<file path="config.mk">
export PLATFORM = sky130hd
export DESIGN_NAME = ctp_timer_pair
export DESIGN_NICKNAME = d
export VERILOG_FILES = /design/src/ctp_pkg.sv /design/src/ctp_prescaler.sv /design/src/ctp_timer_pair.sv
export SDC_FILE = /design/constraint.sdc
export NUM_CORES = 1
export LEC_CHECK = 0
export ABC_AREA = 1
export BUFFER_PORTS_ARGS = -buffer_cell sky130_fd_sc_hd__buf_2
export CAP_MARGIN = 20
export CELL_PAD_IN_SITES_DETAIL_PLACEMENT = 2
export CELL_PAD_IN_SITES_GLOBAL_PLACEMENT = 2
export CORE_UTILIZATION = 29
export DETAILED_ROUTE_END_ITERATION = 8
export GPL_TIMING_DRIVEN = 0
export HOLD_SLACK_MARGIN = 0.08
export PLACE_DENSITY_LB_ADDON = 0.1
export SYNTH_ARGS = -nofsm -noshare
export SYNTH_HDL_FRONTEND = slang
export SYNTH_HIERARCHICAL = 1
export SYNTH_SLANG_ARGS = --single-unit
</file>
<file path="constraint.sdc">
create_clock -name clk_i -period 2.03 [get_ports clk_i]
set_clock_uncertainty 0.05 [all_clocks]
set_input_delay 0.406 -clock clk_i [delete_from_list [all_inputs] [get_ports clk_i]]
set_output_delay 0.406 -clock clk_i [all_outputs]
set_load 0.1 [all_outputs]
</file>
<file path="src/ctp_pkg.sv">
// Constants, register map and shared helpers for the cascadable timer pair
//////////////////////////////////////////////////////////////////////////////
// Notes on behaviour
// - Pair-join bit set joins timers into 32 bits
// - Upper count holds high word, lower low word
// - Joined: lower control steers, upper control ignored except its idle-stop bit
// - Joined: only upper interrupt controls signal events
// - Fixed pairing: lower-word timer with upper-word timer
// - Joined period is upper word over lower word
// - Timer, gated timer, synchronous counter modes
// - Run bit starts pair or own timer
// - Idle-stop bit halts timer during idle
// - Joined pair idles per upper idle-stop bit
// - Gate enable works only with internal clock
// - Prescale 1:1, 1:8, 1:64, 1:256 by field
// - Clock source picks pin or internal clock
// - Lower timer syncs pin after prescaler
// - Upper timer syncs pin before prescaler
// - Mode decoded from source and gate bits
//////////////////////////////////////////////////////////////////////////////
package ctp_pkg;

   // Register byte offsets
   localparam logic [7:0] OFS_LO_CTRL  = 8'h00;
   localparam logic [7:0] OFS_UP_CTRL  = 8'h04;
   localparam logic [7:0] OFS_LO_COUNT = 8'h08;
   localparam logic [7:0] OFS_UP_COUNT = 8'h0c;
   localparam logic [7:0] OFS_LO_PER   = 8'h10;
   localparam logic [7:0] OFS_UP_PER   = 8'h14;
   localparam logic [7:0] OFS_STATUS   = 8'h18;
   localparam logic [7:0] OFS_MASK     = 8'h1c;
   localparam logic [7:0] OFS_PRIO     = 8'h20;

   // Control register fields
   localparam int BIT_RUN       = 15;
   localparam int BIT_IDLE_STOP = 13;
   localparam int BIT_GATE      = 6;
   localparam int BIT_PS_HI     = 5;
   localparam int BIT_PS_LO     = 4;
   localparam int BIT_PAIR_JOIN = 3;
   localparam int BIT_CLK_SRC   = 1;

   // Writable bits; unimplemented bits read as zero
   localparam logic [15:0] LO_CTRL_WMASK = 16'ha07a;
   localparam logic [15:0] UP_CTRL_WMASK = 16'ha072;

   // Status and mask layout
   localparam int ST_LO = 0;
   localparam int ST_UP = 1;
   localparam int ST_W  = 2;

   localparam int PRIO_W = 3;

   // Reset values
   localparam logic [15:0]       CTRL_RST   = 16'h0000;
   localparam logic [15:0]       COUNT_RST  = 16'h0000;
   localparam logic [15:0]       PER_RST    = 16'hffff;
   localparam logic [ST_W-1:0]   STAT_RST   = 2'h0;
   localparam logic [PRIO_W-1:0] PRIO_RST   = 3'h0;

   // Prescale encodings and terminal counts (ratio minus one)
   localparam logic [1:0] PS_1   = 2'h0;
   localparam logic [1:0] PS_8   = 2'h1;
   localparam logic [1:0] PS_64  = 2'h2;
   localparam logic [1:0] PS_256 = 2'h3;
   localparam logic [7:0] PS_LAST_1   = 8'h00;
   localparam logic [7:0] PS_LAST_8   = 8'h07;
   localparam logic [7:0] PS_LAST_64  = 8'h3f;
   localparam logic [7:0] PS_LAST_256 = 8'hff;

   function automatic logic [7:0] ps_last(input logic [1:0] ps);
      logic [7:0] r;
      unique case (ps)
         PS_1:    r = PS_LAST_1;
         PS_8:    r = PS_LAST_8;
         PS_64:   r = PS_LAST_64;
         PS_256:  r = PS_LAST_256;
      endcase
      return r;
   endfunction : ps_last

   // Byte-lane merge of a 16-bit register with a write mask
   function automatic logic [15:0] merge16(input logic [15:0] old,
                                           input logic [31:0] dat,
                                           input logic [3:0]  sel,
                                           input logic [15:0] wmask);
      logic [15:0] nw;
      nw = {sel[1] ? dat[15:8] : old[15:8], sel[0] ? dat[7:0] : old[7:0]};
      return (nw & wmask) | (old & ~wmask);
   endfunction : merge16

endpackage : ctp_pkg

</file>
<file path="src/ctp_prescaler.sv">
// Clock source, gate and prescaler stage of one 16-bit timer half
`timescale 1ns/1ps
module ctp_prescaler #(
   parameter bit SYNC_BEFORE = 1'b0
) (
   input  wire logic       clk_i,
   input  wire logic       rst_i,
   input  wire logic       en_i,
   input  wire logic       clock_source_i,
   input  wire logic       gate_enable_i,
   input  wire logic [1:0] prescale_select_i,
   input  wire logic       pin_i,
   output logic            tick_o
);

   logic [7:0] pre_cnt;
   logic       ext_edge;
   logic       gate_level;
   logic       count_event;
   logic       pre_done;

   generate
      if (SYNC_BEFORE) begin : g_sync_before
         logic s1, s2, s3;
         // Pin is retimed ahead of the prescaler
         always_ff @(posedge clk_i) begin
            if (rst_i) begin
               s1 <= 1'b0;
               s2 <= 1'b0;
               s3 <= 1'b0;
            end else begin
               s1 <= pin_i;
               s2 <= s1;
               s3 <= s2;
            end
         end
         assign ext_edge   = s2 & ~s3;
         assign gate_level = s2;
         assign tick_o     = pre_done;
      end else begin : g_sync_after
         logic p_q, tick_q;
         always_ff @(posedge clk_i) begin
            if (rst_i) begin
               p_q    <= 1'b0;
               tick_q <= 1'b0;
            end else begin
               p_q    <= pin_i;
               tick_q <= pre_done;
            end
         end
         assign ext_edge   = pin_i & ~p_q;
         assign gate_level = pin_i;
         assign tick_o     = tick_q;
      end
   endgenerate

   // Internal clock counts every cycle, or only pin-high cycles when gated; gate ignored with pin source
   assign count_event = clock_source_i ? ext_edge
                                       : (gate_enable_i ? gate_level : 1'b1);
   assign pre_done = en_i & count_event &
                     (pre_cnt >= ctp_pkg::ps_last(prescale_select_i));

   // Cleared while stopped so a restart begins a full prescale period
   always_ff @(posedge clk_i) begin
      if (rst_i || !en_i) begin
         pre_cnt <= 8'h00;
      end else if (count_event) begin
         pre_cnt <= pre_done ? 8'h00 : pre_cnt + 8'h01;
      end
   end

endmodule : ctp_prescaler

</file>
<file path="src/ctp_timer_pair.sv">
// Cascadable 16/32-bit timer pair with Wishbone register slave
//
// Decided for this implementation: the address map and the Wishbone slave port.
`timescale 1ns/1ps
module ctp_timer_pair #(
   parameter int ADDR_W = 8
) (
   input  wire logic                      clk_i,
   input  wire logic                      rst_i,
   input  wire logic [ADDR_W-1:0]         wb_adr_i,
   input  wire logic [31:0]               wb_dat_i,
   input  wire logic [3:0]                wb_sel_i,
   input  wire logic                      wb_we_i,
   input  wire logic                      wb_cyc_i,
   input  wire logic                      wb_stb_i,
   output logic [31:0]                    wb_dat_o,
   output logic                           wb_ack_o,
   input  wire logic                      ext_timer_clock_pin_lo_i,
   input  wire logic                      ext_timer_clock_pin_up_i,
   input  wire logic                      idle_i,
   output logic                           irq_o,
   output logic [ctp_pkg::PRIO_W-1:0]     upper_timer_int_priority_o
);

   //////////////////////////////////////////////////////////////////////////
   // Registers and state

   logic [15:0]               lower_timer_control;
   logic [15:0]               upper_timer_control;
   logic [15:0]               lower_count_word;
   logic [15:0]               upper_count_word;
   logic [15:0]               lower_period_word;
   logic [15:0]               upper_period_word;
   logic [ctp_pkg::ST_W-1:0]  int_status;
   logic [ctp_pkg::ST_W-1:0]  int_mask;
   logic [ctp_pkg::PRIO_W-1:0] upper_timer_int_priority;

   logic        ack_q;
   logic [31:0] rd_q;
   logic        bus_req;
   logic        bus_wr;
   logic [7:0]  bus_ofs;

   logic        pair_join;
   logic        lo_en;
   logic        up_en;
   logic        tick_lo;
   logic        tick_up;
   logic [31:0] count32;
   logic [31:0] period32;
   logic        match32;

   logic [15:0]              next_lo_cnt;
   logic [15:0]              next_up_cnt;
   logic [ctp_pkg::ST_W-1:0] next_set;
   logic [ctp_pkg::ST_W-1:0] next_clr;

   function automatic logic hit(input logic [7:0] ofs, input logic [7:0] reg_ofs);
      return ofs == reg_ofs;
   endfunction : hit

   //////////////////////////////////////////////////////////////////////////
   // Wishbone slave: one wait state, unmapped reads return zero

   assign bus_req  = wb_cyc_i & wb_stb_i & ~ack_q;
   assign bus_wr   = bus_req & wb_we_i;
   assign bus_ofs  = {wb_adr_i[7:2], 2'b00};
   assign wb_ack_o = ack_q;
   assign wb_dat_o = rd_q;

   always_ff @(posedge clk_i) begin
      if (rst_i) begin
         ack_q <= 1'b0;
      end else begin
         ack_q <= bus_req;
      end
   end

   always_ff @(posedge clk_i) begin
      if (rst_i) begin
         rd_q <= 32'h0000_0000;
      end else if (bus_req && !wb_we_i) begin
         unique case (bus_ofs)
            ctp_pkg::OFS_LO_CTRL:  rd_q <= {16'h0000, lower_timer_control};
            ctp_pkg::OFS_UP_CTRL:  rd_q <= {16'h0000, upper_timer_control};
            ctp_pkg::OFS_LO_COUNT: rd_q <= {16'h0000, lower_count_word};
            ctp_pkg::OFS_UP_COUNT: rd_q <= {16'h0000, upper_count_word};
            ctp_pkg::OFS_LO_PER:   rd_q <= {16'h0000, lower_period_word};
            ctp_pkg::OFS_UP_PER:   rd_q <= {16'h0000, upper_period_word};
            ctp_pkg::OFS_STATUS:   rd_q <= {30'h0, int_status};
            ctp_pkg::OFS_MASK:     rd_q <= {30'h0, int_mask};
            ctp_pkg::OFS_PRIO:     rd_q <= {29'h0, upper_timer_int_priority};
            default:               rd_q <= 32'h0000_0000;
         endcase
      end
   end

   //////////////////////////////////////////////////////////////////////////
   // Control, period, mask and priority registers

   always_ff @(posedge clk_i) begin
      if (rst_i) begin
         lower_timer_control <= ctp_pkg::CTRL_RST;
         upper_timer_control <= ctp_pkg::CTRL_RST;
      end else if (bus_wr) begin
         if (hit(bus_ofs, ctp_pkg::OFS_LO_CTRL)) begin
            lower_timer_control <= ctp_pkg::merge16(lower_timer_control, wb_dat_i,
                                                    wb_sel_i, ctp_pkg::LO_CTRL_WMASK);
         end
         if (hit(bus_ofs, ctp_pkg::OFS_UP_CTRL)) begin
            upper_timer_control <= ctp_pkg::merge16(upper_timer_control, wb_dat_i,
                                                    wb_sel_i, ctp_pkg::UP_CTRL_WMASK);
         end
      end
   end

   always_ff @(posedge clk_i) begin
      if (rst_i) begin
         lower_period_word <= ctp_pkg::PER_RST;
         upper_period_word <= ctp_pkg::PER_RST;
      end else if (bus_wr) begin
         if (hit(bus_ofs, ctp_pkg::OFS_LO_PER)) begin
            lower_period_word <= ctp_pkg::merge16(lower_period_word, wb_dat_i,
                                                  wb_sel_i, 16'hffff);
         end
         if (hit(bus_ofs, ctp_pkg::OFS_UP_PER)) begin
            upper_period_word <= ctp_pkg::merge16(upper_period_word, wb_dat_i,
                                                  wb_sel_i, 16'hffff);
         end
      end
   end

   always_ff @(posedge clk_i) begin
      if (rst_i) begin
         int_mask                 <= ctp_pkg::STAT_RST;
         upper_timer_int_priority <= ctp_pkg::PRIO_RST;
      end else if (bus_wr && wb_sel_i[0]) begin
         if (hit(bus_ofs, ctp_pkg::OFS_MASK)) begin
            int_mask <= wb_dat_i[ctp_pkg::ST_W-1:0];
         end
         if (hit(bus_ofs, ctp_pkg::OFS_PRIO)) begin
            upper_timer_int_priority <= wb_dat_i[ctp_pkg::PRIO_W-1:0];
         end
      end
   end

   assign upper_timer_int_priority_o = upper_timer_int_priority;

   //////////////////////////////////////////////////////////////////////////
   // Mode, run and idle decode

   // This instance is one fixed pair: lower half is always the low word
   assign pair_join = lower_timer_control[ctp_pkg::BIT_PAIR_JOIN];

   // Joined pair idles by the upper idle-stop bit only
   assign lo_en = lower_timer_control[ctp_pkg::BIT_RUN] &
                  ~(idle_i & (pair_join ? upper_timer_control[ctp_pkg::BIT_IDLE_STOP]
                                        : lower_timer_control[ctp_pkg::BIT_IDLE_STOP]));
   // Upper half has no run of its own while joined
   assign up_en = ~pair_join & upper_timer_control[ctp_pkg::BIT_RUN] &
                  ~(idle_i & upper_timer_control[ctp_pkg::BIT_IDLE_STOP]);

   ctp_prescaler #(
      .SYNC_BEFORE (1'b0)
   ) u_pre_lo (
      .clk_i             (clk_i),
      .rst_i             (rst_i),
      .en_i              (lo_en),
      .clock_source_i    (lower_timer_control[ctp_pkg::BIT_CLK_SRC]),
      .gate_enable_i     (lower_timer_control[ctp_pkg::BIT_GATE]),
      .prescale_select_i (lower_timer_control[ctp_pkg::BIT_PS_HI:ctp_pkg::BIT_PS_LO]),
      .pin_i             (ext_timer_clock_pin_lo_i),
      .tick_o            (tick_lo)
   );

   ctp_prescaler #(
      .SYNC_BEFORE (1'b1)
   ) u_pre_up (
      .clk_i             (clk_i),
      .rst_i             (rst_i),
      .en_i              (up_en),
      .clock_source_i    (upper_timer_control[ctp_pkg::BIT_CLK_SRC]),
      .gate_enable_i     (upper_timer_control[ctp_pkg::BIT_GATE]),
      .prescale_select_i (upper_timer_control[ctp_pkg::BIT_PS_HI:ctp_pkg::BIT_PS_LO]),
      .pin_i             (ext_timer_clock_pin_up_i),
      .tick_o            (tick_up)
   );

   //////////////////////////////////////////////////////////////////////////
   // Counting

   assign count32  = {upper_count_word, lower_count_word};
   assign period32 = {upper_period_word, lower_period_word};
   assign match32  = count32 == period32;

   always_comb begin
      next_lo_cnt = lower_count_word;
      next_up_cnt = upper_count_word;
      next_set    = '0;
      if (pair_join) begin
         if (tick_lo) begin
            if (match32) begin
               {next_up_cnt, next_lo_cnt} = 32'h0000_0000;
               next_set[ctp_pkg::ST_UP]   = 1'b1;
            end else begin
               {next_up_cnt, next_lo_cnt} = count32 + 32'h0000_0001;
            end
         end
      end else begin
         if (tick_lo) begin
            if (lower_count_word == lower_period_word) begin
               next_lo_cnt              = 16'h0000;
               next_set[ctp_pkg::ST_LO] = 1'b1;
            end else begin
               next_lo_cnt = lower_count_word + 16'h0001;
            end
         end
         if (tick_up) begin
            if (upper_count_word == upper_period_word) begin
               next_up_cnt              = 16'h0000;
               next_set[ctp_pkg::ST_UP] = 1'b1;
            end else begin
               next_up_cnt = upper_count_word + 16'h0001;
            end
         end
      end
   end

   // A software write to a count word wins over the same-cycle increment
   always_ff @(posedge clk_i) begin
      if (rst_i) begin
         lower_count_word <= ctp_pkg::COUNT_RST;
         upper_count_word <= ctp_pkg::COUNT_RST;
      end else begin
         lower_count_word <= (bus_wr && hit(bus_ofs, ctp_pkg::OFS_LO_COUNT))
            ? ctp_pkg::merge16(lower_count_word, wb_dat_i, wb_sel_i, 16'hffff)
            : next_lo_cnt;
         upper_count_word <= (bus_wr && hit(bus_ofs, ctp_pkg::OFS_UP_COUNT))
            ? ctp_pkg::merge16(upper_count_word, wb_dat_i, wb_sel_i, 16'hffff)
            : next_up_cnt;
      end
   end

   //////////////////////////////////////////////////////////////////////////
   // Interrupt status: write one to clear, a same-cycle event wins

   assign next_clr = (bus_wr && wb_sel_i[0] && hit(bus_ofs, ctp_pkg::OFS_STATUS))
                     ? wb_dat_i[ctp_pkg::ST_W-1:0] : '0;

   always_ff @(posedge clk_i) begin
      if (rst_i) begin
         int_status <= ctp_pkg::STAT_RST;
      end else begin
         int_status <= (int_status & ~next_clr) | next_set;
      end
   end

   // Stale lower flag is hidden once joined
   assign irq_o = |(int_status & int_mask &
                    {1'b1, ~pair_join});

   //////////////////////////////////////////////////////////////////////////
   // Assertions

   logic sw_wr;
   logic lo_ps8_timer;
   logic lo_gated;
   assign sw_wr        = bus_wr;
   assign lo_ps8_timer = lower_timer_control[ctp_pkg::BIT_PS_HI:ctp_pkg::BIT_PS_LO] == ctp_pkg::PS_8
                         && !lower_timer_control[ctp_pkg::BIT_CLK_SRC]
                         && !lower_timer_control[ctp_pkg::BIT_GATE];
   assign lo_gated     = lo_en && !lower_timer_control[ctp_pkg::BIT_CLK_SRC]
                         && lower_timer_control[ctp_pkg::BIT_GATE];
endmodule : ctp_timer_pair

</file>
-- Yosys cells after proc, flatten, opt, wreduce, memory -nomap -nowiden
Index checks and enable logic that the tools add are counted.
- $add $sub $neg: 5
- magnitude comparators: 2
- eq/ne operators: 22
- mux-type cells: 37
- bitwise gates (word level): 27
- reduce and logical (&&, ||, !) cells: 28
- operators by type and width (cell ; number):
    $mux W16 ; 12
    $pmux W16 S9 ; 1
    $pmux W8 S4 ; 2
    $mux W8 ; 6
    $add A16 B1 Y16 const B ; 2
    $add A32 B1 Y32 const B ; 1
    $eq A16 B16 Y1 ; 2
    $eq A32 B32 Y1 ; 1
    $or A16 B15 Y16 ; 2
    $eq A6 B3 Y1 const B ; 4
    $reduce_and A3 Y1 ; 6
    $add A8 B1 Y8 const B ; 2
    $ge A8 B8 Y1 ; 2
    $and A1 B1 Y1 ; 14
    $mux W7 ; 2
    $mux W1 ; 13
    $eq A6 B2 Y1 const B ; 2
    $reduce_and A2 Y1 ; 6
    $eq A2 B2 Y1 const B ; 4
    $logic_not A8 Y1 ; 1
    $ne A2 B2 Y1 const B ; 4
    $and A2 B2 Y2 ; 3
    $eq A6 B1 Y1 const B ; 1
    $eq A6 B4 Y1 const B ; 1
    13 further kinds ; 27
- register bits: 157
- input port bits: 52
- output and inout bits: 37
- word-level logic and storage cells: 143

-- Depth between registers and ports, before layout
Gate-level depths: netlist of run 1.
- depth in word-level cells: 9
- depth in mapped cells: 19
- mapped depth without buffers: 18

-- By module
Netlist of run 1, hierarchy kept.
- modules (own cells, without submodules) (module ; times used ; cells each ; area an instance (um^2)):
    ctp_timer_pair ; 1 ; 1159 ; 7045.5
    ctp_prescaler (u_pre_up) ; 1 ; 102 ; 708.2
    ctp_prescaler (u_pre_lo) ; 1 ; 94 ; 663.1

-- Least setup slack after synthesis of run 1
Ideal clock, no wire load.
- kind: reg-to-reg
- from: reg ack_q (netlist: wb_ack_o)
- to: reg upper_count_word[0]
- arrival: 1.991 ns
- data required time: 1.908 ns
- setup slack: -0.082 ns
- cell stages (with the launch flop): 11
- clock period less this slack: 2.112 ns
- cells stage by stage: dfxtp_1 -> nor2_1 -> nand2_1 -> inv_2 -> nand2_4 -> buf_4 -> inv_2 -> buf_4 -> a21oi_1 -> nand2_1 -> a21oi_1
- cells in the longest elaborated chain, start to end: 6
- elaborated cells between the ends (all ways): 9
- classes of those cells: eq/ne (2); mux (1); bitwise (3); reduce/logical (3)
- RTL lines (what ; line ; source):
    from (decl) ; ctp_timer_pair.sv:38 ; logic ack_q;
    from (signal assigned) ; ctp_timer_pair.sv:75 ; ack_q <= bus_req;
    $not A1 Y1 (*) ; ctp_timer_pair.sv:65 ; assign bus_req = wb_cyc_i & wb_stb_i & ~ack_q;
    $and A1 B1 Y1 (*) ; ctp_timer_pair.sv:65 ;
    $and A1 B1 Y1 (*) ; ctp_timer_pair.sv:66 ; assign bus_wr = bus_req & wb_we_i;
    $logic_and A1 B1 Y1 (*) ; ctp_timer_pair.sv:238 ; upper_count_word <= (bus_wr && hit(bus_ofs, ctp_pkg::OFS_UP_COUNT))
    $ne A3 B1 Y1 (no source line) (tied with other cells) ; - ;
    $reduce_and A3 Y1 (no source line) ; - ;
    to (signal assigned) ; ctp_timer_pair.sv:233 ; upper_count_word <= ctp_pkg::COUNT_RST;
    to (signal assigned) ; ctp_timer_pair.sv:238 ;
    to (decl) ; ctp_timer_pair.sv:31 ; logic [15:0] upper_count_word;
Mark *: on every way between the ends. The rest lies on a longest branch, timed or not.
A chain may end at the register's enable or synchronous reset.

-- Worst setup path in the final report of run 1
- from: reg upper_timer_control[5]
- to: reg upper_count_word[15]
- cells in the longest elaborated chain, start to end: 6
- elaborated cells between the ends (all ways): 9
- classes of those cells: order compare (1); eq/ne (3); mux (1); bitwise (1); reduce/logical (3)
- RTL lines (what ; line ; source):
    from (decl) ; ctp_timer_pair.sv:29 ; logic [15:0] upper_timer_control;
    from (signal assigned) ; ctp_timer_pair.sv:104 ; upper_timer_control <= ctp_pkg::CTRL_RST;
    from (signal assigned) ; ctp_timer_pair.sv:111 ; upper_timer_control <= ctp_pkg::merge16(upper_timer_control, wb_dat_i,
    $eq A2 B2 Y1 (tied with other cells) ; ctp_pkg.sv:73 ; unique case (ps)
    $pmux W8 S4 (*) ; ctp_pkg.sv:73 ;
    $ge A8 B8 Y1 (*) ; ctp_prescaler.sv:61 ; (pre_cnt >= ctp_pkg::ps_last(prescale_select_i));
    $and A1 B1 Y1 (*) ; ctp_prescaler.sv:60 ; assign pre_done = en_i & count_event &
    via tick_up ; ctp_timer_pair.sv:48 ; logic tick_up;
    $reduce_bool A3 Y1 (no source line) (*) ; - ;
    $reduce_and A3 Y1 (no source line) (*) ; - ;
Mark *: on every way through the listed nets, which the timed path passes. The rest lies on a longest branch.

==> impl_metrics.env, run 1 <==
export IMPL_cp_cell_sequence="inv_2, ha_4, a21oi_4, nor2_2, nor3_2, nand2_2, nand2_4, inv_6, nand2_4, o211ai_4, o21ai_4, buf_8, a21oi_4, nand2_2, a21oi_2"
export IMPL_synth_top_area_share=0.290
export IMPL_worst_slew_pin_transition_ns=0.911
export IMPL_critPathKind="reg -> reg"
export IMPL_grt_use_total=0.273
export IMPL_yosysMostFrequentCell="nand2_1"
export IMPL_ys_async_sr_fraction=0
export IMPL_p_per_area_mw_per_mm2=592
export IMPL_reg2regPathDepth=15
export IMPL_timing_rr_start="upper_timer_control[5]"
export IMPL_placed_cell_area_mm2=0.00922
export IMPL_cp_num_buf_inv=3
export IMPL_drive_gt1_frac=0.213
export IMPL_fp_dieH_um=172
export IMPL_grt_max_degree=17
export IMPL_synth_area_per_cell_um2=6.21
export IMPL_diodes=0
export IMPL_crit_cells=15
export IMPL_max_cap_viol_count=0
export IMPL_grt_overflow_total=0
export IMPL_ys_types=44
export IMPL_dr_pass1_iters=5
export IMPL_cts_sinks=122
export IMPL_p_clk_frac=0.547
export IMPL_ys_ff_latch=122
export IMPL_grt_pass1_wl_um=59000
export IMPL_seqPwrFrac=0.385
export IMPL_worst_endpoint_required_ns=2.27
export IMPL_postLayoutCellArea_mm2=0.0105
export IMPL_start_kind="flip-flop"
export IMPL_cp_slowest_cell="dfxtp_4"
export IMPL_r2r_slack_ns=-0.26
export IMPL_cts_tree="built"
export IMPL_cts_htree_levels=4
export IMPL_finalSetupViolations=17
export IMPL_crit_path_end="upper_count_word[15]"
export IMPL_crit_family="simple AND/OR/NAND/NOR gates"
export IMPL_holdCritPathClass="in -> reg"
export IMPL_dp_hpwl_um=30300
export IMPL_final_nets=1536
export IMPL_drc=0
export IMPL_min_period_ns=2.29
export IMPL_yosysSeqAreaShare=0.290
export IMPL_place_port_buffers=52
export IMPL_synth_common_cells="nand2_1, inv_1, nor2_1, dfxtp_1, a21oi_1"
export IMPL_crit_start="upper_timer_control[5]"
export IMPL_yosys_warnings=6
export IMPL_rsz0062_at_grt="yes"
export IMPL_postRouteAntennaNets=0
export IMPL_routed_wl_um=39100
export IMPL_hold_slack_ns=0.133
export IMPL_path_max_fanout=6
export IMPL_routedWlPerCell_um=21.0
export IMPL_vias=9421
export IMPL_rows=62
export IMPL_fillCellCount=3539
export IMPL_hold_viol=0
export IMPL_arrival_ns=2.52
export IMPL_cts_inserted_buffers=17
export IMPL_synth_area_mm2=0.00842
export IMPL_power_frac_comb=0.069
export IMPL_end_kind="flip-flop"
export IMPL_p_int_uw=4570
export IMPL_p_leak_uw=0.00494
export IMPL_timing_rr_end="upper_count_word[15]"
export IMPL_drv_slew=0
export IMPL_switching_share=0.267
export IMPL_period_share=1.13
export IMPL_antenna_found_initial=0
export IMPL_synth_cells=1355
export IMPL_core_area_mm2=0.0286
export IMPL_ios=89
export IMPL_fmax_mhz=438
export IMPL_yosysTopAreaCell="dfxtp_1"
export IMPL_drt_initial_drc_count=423
export IMPL_violations="setup timing"
export IMPL_gp_congestion=0.880
export IMPL_die_x_um=172
export IMPL_synth_flop_cell="dfxtp_1"
export IMPL_area_growth_syn_to_layout_pct=25.0
export IMPL_start_util=0.294
export IMPL_ir_worst_vdd_uv=564
export IMPL_worst_slack_ns=-0.255
export IMPL_cp_slowest_stage_delay_ns=0.38
export IMPL_clock_latency_ns=0.44
export IMPL_slew_limit_headroom=0.393
export IMPL_ys_top_cells_by_area="dfxtp_1, nand2_1, inv_1"
export IMPL_clock_path_buffers=2
export IMPL_clk_pin_slew_ns=0.06
export IMPL_grt_pass1_vias=9849
export IMPL_synth_edf_count=0
export IMPL_dieArea_mm2=0.0297
export IMPL_ctsRootBufferMaster="clkbuf_16"
export IMPL_via_per_inst=5.05
export IMPL_status="finished, violations left"
export IMPL_switchingPower_uw=1660
==> how the worst min path moves through the flow <==
stage	startpoint	endpoint	slack [ns]	depth (start not counted)
4_1_cts	ext_timer_clock_pin_up_i	u_pre_up/g_sync_before.s1	0.13	3
6_report	ext_timer_clock_pin_up_i	u_pre_up/g_sync_before.s1	0.13	3
3_3_place_gp	u_pre_up/g_sync_before.s1	u_pre_up/g_sync_before.s2	0.34	2
5_1_grt	ext_timer_clock_pin_up_i	u_pre_up/g_sync_before.s1	0.15	3
3_5_place_dp	u_pre_up/g_sync_before.s1	u_pre_up/g_sync_before.s2	0.36	2
2_1_floorplan	u_pre_up/g_sync_before.s1	u_pre_up/g_sync_before.s2	0.34	2
==> kinds of logic (layout without fill, tap and decap cells) <==
kind of cell,count (synthesis),in the layout,synth area share
simple gates,675,675,0.347
buf+inv,247,358,0.128
xor+xnor,42,42,0.0437
compound gates,252,252,0.168
other cells,1,16,0.000446
flops,122,122,0.290
fa+ha+maj,16,16,0.0238
==> through the flow <==
step                      worst slack [ns]  total power [µW]  TNS (ns)  cells   util
after floorplan                   0.000713              2730         0   1370      -
after global placement              -0.767              2870    -36.46   1806  0.322
after detailed placement            -0.755              2870    -37.95   1806  0.322
after CTS                           -0.239              6300     -3.07   1848  0.356
after global routing                -0.383              6400     -5.37   1865  0.368
final                               -0.255              6230     -3.21   1865  0.368
==> flip-flops by register name (all words and copies together) (netlist names), 2 cells and up <==
register	flops
int_mask	2
int_status	2
lower_count_word	16
lower_period_word	16
lower_timer_control	7
u_pre_lo/pre_cnt	8
u_pre_up/pre_cnt	8
upper_count_word	16
upper_period_word	16
upper_timer_control	6
upper_timer_int_priority_o	3
wb_dat_o	16
==> power groups by stage <==
stage	Sequential, µW	Clock, µW	Combinational, µW
2_1_floorplan	2470	0	256
3_3_place_gp	2460	0	414
3_5_place_dp	2460	0	415
4_1_cts	2400	3480	423
5_1_grt	2390	3550	448
6_report	2400	3410	427
==> metal layers <==
layer,track usage,up-vias,share of wire
li1,-,4509,-
met1,0.344,4663,0.46
met2,0.472,203,0.48
met3,0.0430,46,0.040
met4,0.0896,0,0.022
met5,0,-,0
==> cell type report <==
type / count / area [µm²] / share of cell area
Clock buffer: 18 / 439 / 0.0417
Buffer: 65 / 448 / 0.0426
Tap cell: 384 / 480 / 0.0457
Clock inverter: 14 / 194 / 0.0184
Multi-Input combinational cell: 1001 / 5270 / 0.501
Timing Repair Buffer: 79 / 502 / 0.0477
Sequential cell: 122 / 2480 / 0.236
Inverter: 182 / 703 / 0.0668
==> layout by cell type, fill, tap and decap left out, types with 19 or more instances in the layout <==
cell type	netlist	layout
nor2_2	18	19
nor2_1	132	122
a21oi_1	113	98
nand3_1	74	73
buf_4	23	48
dfxtp_1	122	103
o211ai_1	20	20
nand2_1	398	385
inv_1	168	158
xor2_1	25	25
o21ai_0	78	78
nand2_2	14	22
buf_2	19	63
==> worst min-delay path, cell delays in order <==
cell    delay [ns]
buf_2         0.08
inv_1         0.04
nor2_1        0.07
==> timing repair <==
| item | CTS | global route |
|---|---|---|
| buffers inserted | 8 | 17 |
| gates cloned | 2 | 0 |
| hold buffers | 0 | 0 |
| pin swaps | 17 | 28 |
| endpoints found under the setup margin | 79 | 36 |
| resized for setup | 73 | 69 |
No activity file was read; power rests on OpenSTA's default activity.
==> run 2: changes to the inputs <==
--- a/config.mk
+++ b/config.mk
@@ -17,5 +17,4 @@
 export PLACE_DENSITY_LB_ADDON = 0.1
 export SYNTH_ARGS = -nofsm -noshare
 export SYNTH_HDL_FRONTEND = slang
-export SYNTH_HIERARCHICAL = 1
 export SYNTH_SLANG_ARGS = --single-unit
==> impl_metrics.env, run 2 <==
export IMPL_status="finished, violations left"
export IMPL_violations="DRC, setup timing"
export IMPL_drv_slew=0
export IMPL_reg2regPathDepth=12
export IMPL_holdBufCountCts=0
export IMPL_ios=89
export IMPL_yosysSeqAreaShare=0.311
export IMPL_finalSetupViolations=2
export IMPL_final_nets=1403
export IMPL_p_leak_uw=0.00437
export IMPL_min_from="ext_timer_clock_pin_up_i"
export IMPL_layout_commonest_cell="nand2_1"
export IMPL_final_setup_tns_ns=-0.137
export IMPL_holdCritPathClass="in -> reg"
export IMPL_arrival_ns=2.47
export IMPL_multi_input_area_mm2=0.00506
export IMPL_synth_top_family_by_area="simple AND/OR/NAND/NOR gates"
export IMPL_rows=59
export IMPL_dp_cells=1618
export IMPL_synth_mux_area_frac=0
export IMPL_cts_tree="built"
export IMPL_postLayoutCellArea_mm2=0.0101
export IMPL_routedWlPerCell_um=22.0
export IMPL_place_ws_ns=-0.704
export IMPL_drive_gt1_frac=0.246
export IMPL_ys_ff_latch=122
export IMPL_synth_flop_cell="dfxtp_1"
export IMPL_fillCellCount=3195
export IMPL_r2r_slack_ns=-0.13
export IMPL_ys_top_cells_by_area="dfxtp_1, nand2_1, inv_1"
export IMPL_timing_rr_start="lower_count_word[0]"
export IMPL_hold_end="u_pre_up.g_sync_before.s1"
export IMPL_synth_cells=1217
export IMPL_min_period_ns=2.16
export IMPL_via_per_inst=5.22
export IMPL_die_x_um=166
export IMPL_synth_edf_count=0
export IMPL_hold_depth=3
export IMPL_slew_limit_headroom=0.374
export IMPL_clock_latency_ns=0.45
export IMPL_synth_area_per_cell_um2=6.45
export IMPL_ir_worst_vdd_uv=478
export IMPL_synth_compound_area_frac=0.184
export IMPL_routed_wl_um=37100
export IMPL_synth_simple_gate_area_frac=0.318
export IMPL_yosysMostFrequentCell="nand2_1"
export IMPL_grt_use_total=0.268
export IMPL_p_per_area_mw_per_mm2=611
export IMPL_drt_initial_drc_count=416
export IMPL_grt_overflow_total=0
export IMPL_start_kind="flip-flop"
export IMPL_timing_rr_end="upper_count_word[10]"
export IMPL_yosysTopAreaCell="dfxtp_1"
export IMPL_yosys_warnings=0
export IMPL_end_kind="flip-flop"
export IMPL_worst_slew_pin_transition_ns=0.939
export IMPL_gp_congestion=0.865
export IMPL_period_share=1.06
export IMPL_area_growth_syn_to_layout_pct=28.2
export IMPL_start_util=0.299
export IMPL_diodes=0
export IMPL_antenna_found_initial=0
export IMPL_clock_path_buffers=2
export IMPL_ys_types=48
export IMPL_synth_fa_ha_area_frac=0.0287
export IMPL_drc=2
export IMPL_synth_common_cells="nand2_1, inv_1, dfxtp_1, nor2_1, o21ai_0"
export IMPL_max_cap_viol_count=0
export IMPL_grt_max_degree=17
export IMPL_fp_dieH_um=166
export IMPL_vias=8777
export IMPL_placed_cell_area_mm2=0.00860
export IMPL_critPathKind="reg -> reg"
export IMPL_cts_htree_levels=4
export IMPL_seqCellArea_mm2=0.00251
export IMPL_fmax_mhz=463
export IMPL_most_common_layout_cells="nand2_1, inv_1, dfxtp_1"
export IMPL_p_total_uw=6140
export IMPL_postRouteAntennaNets=0
export IMPL_grt_pass1_vias=9201
export IMPL_worst_endpoint_required_ns=2.34
export IMPL_worst_slack_ns=-0.130
export IMPL_ctsRootBufferMaster="clkbuf_16"
export IMPL_synthXorXnorAreaFrac=0.0491
export IMPL_hold_viol=0
export IMPL_cts_sinks=122
export IMPL_cts_inserted_buffers=17
export IMPL_clk_pin_slew_ns=0.07
export IMPL_ys_async_sr_fraction=0
export IMPL_core_area_mm2=0.0263
export IMPL_synth_top_area_share=0.311
export IMPL_finalNonFillerCells=1681
export IMPL_place_port_buffers=51
export IMPL_dp_hpwl_um=27800
export IMPL_dieArea_mm2=0.0277
export IMPL_dr_pass1_iters=7
export IMPL_path_max_fanout=6
export IMPL_rsz0062_at_grt="yes"
export IMPL_synth_area_mm2=0.00785
export IMPL_grt_pass1_wl_um=55700
-- run 2: cell count changes after synthesis, moves of 10 or more --
cell / change
nand2_1: -44
inv_1: -36
a21oi_1: -25
nor2_1: -22
nand3_1: -14
o21ai_0: +12
nand2_2: -11
buf_2: -10
-- run 2: what timing repair did --
action | 4_1_cts | 5_1_grt
buffers inserted | 9 | 20
gates resized for setup | 79 | 129
cloned | 1 | 2
hold endpoints to repair | 0 | 0
setup endpoints to repair | 90 | 74
pin swaps | 6 | 36
-- run 2: per-stage QoR --
stage,util,hold WS (ns)
global route,0.383,0.110
detailed placement,0.327,0.354
finish,0.383,0.103
floorplan,-,0.338
CTS,0.363,0.0979
global placement,0.327,0.349
-- run 2: cell type report --
type | instances | area share
timing repair buffer | 83 | 0.0530
inverter | 144 | 0.0560
sequential | 122 | 0.249
multi-input combinational | 914 | 0.504
tap | 335 | 0.0417
clock buffer | 18 | 0.0437
clock inverter | 14 | 0.0173
buffer | 51 | 0.0352
-- run 2: cell families (layout without fill, tap and decap cells) --
| family | count (synthesis) | in the layout |
|---|---|---|
| compound gates | 253 | 253 |
| buf+inv | 196 | 310 |
| xor+xnor | 44 | 44 |
| flops | 122 | 122 |
| simple gates | 583 | 583 |
| other cells | 1 | 16 |
| fa+ha+maj | 18 | 18 |
-- run 2: metal layers --
layer	GRT usage	routed length, µm	vias up
met5	0	0	-
met4	0.0958	1030	0
met3	0.0323	1040	44
met2	0.475	18600	168
met1	0.332	16400	4402
li1	-	-	4163
-- run 2: report_power, final --
group	internal, µW	leakage (µW)	total [µW]	switching, µW
sequential	2390	0.00100	2390	5.04
combinational	74.9	0.00306	415	340
clock	1900	0.000300	3330	1440
total	4360	0.00437	6140	1780
-- run 2: worst max-delay path by stage --
stage	endpoint	slack, ns	depth (start not counted)	startpoint
final	upper_count_word[10]	-0.13	12	lower_count_word[0]
after global routing	upper_count_word[10]	-0.23	12	lower_count_word[0]
after CTS	upper_count_word[12]	-0.01	15	upper_timer_control[4]
after detailed placement	wb_dat_o[14]	-0.70	8	wb_cyc_i
after global placement	wb_dat_o[14]	-0.68	8	wb_cyc_i
after floorplan	irq_o	-0.07	3	lower_timer_control[3]
-- run 2: critical path, stage by stage, from the launching register on --
cell and delay, ns:
dfxtp_4 0.39, ha_2 0.20, nand2_2 0.09, nor2_4 0.20
buf_4 0.14, nand3_2 0.13, nor2_4 0.17, nand2_1 0.10
xor2_1 0.21, nand3_1 0.11, nand2_1 0.09, nand2_1 0.07
a21oi_1 0.14
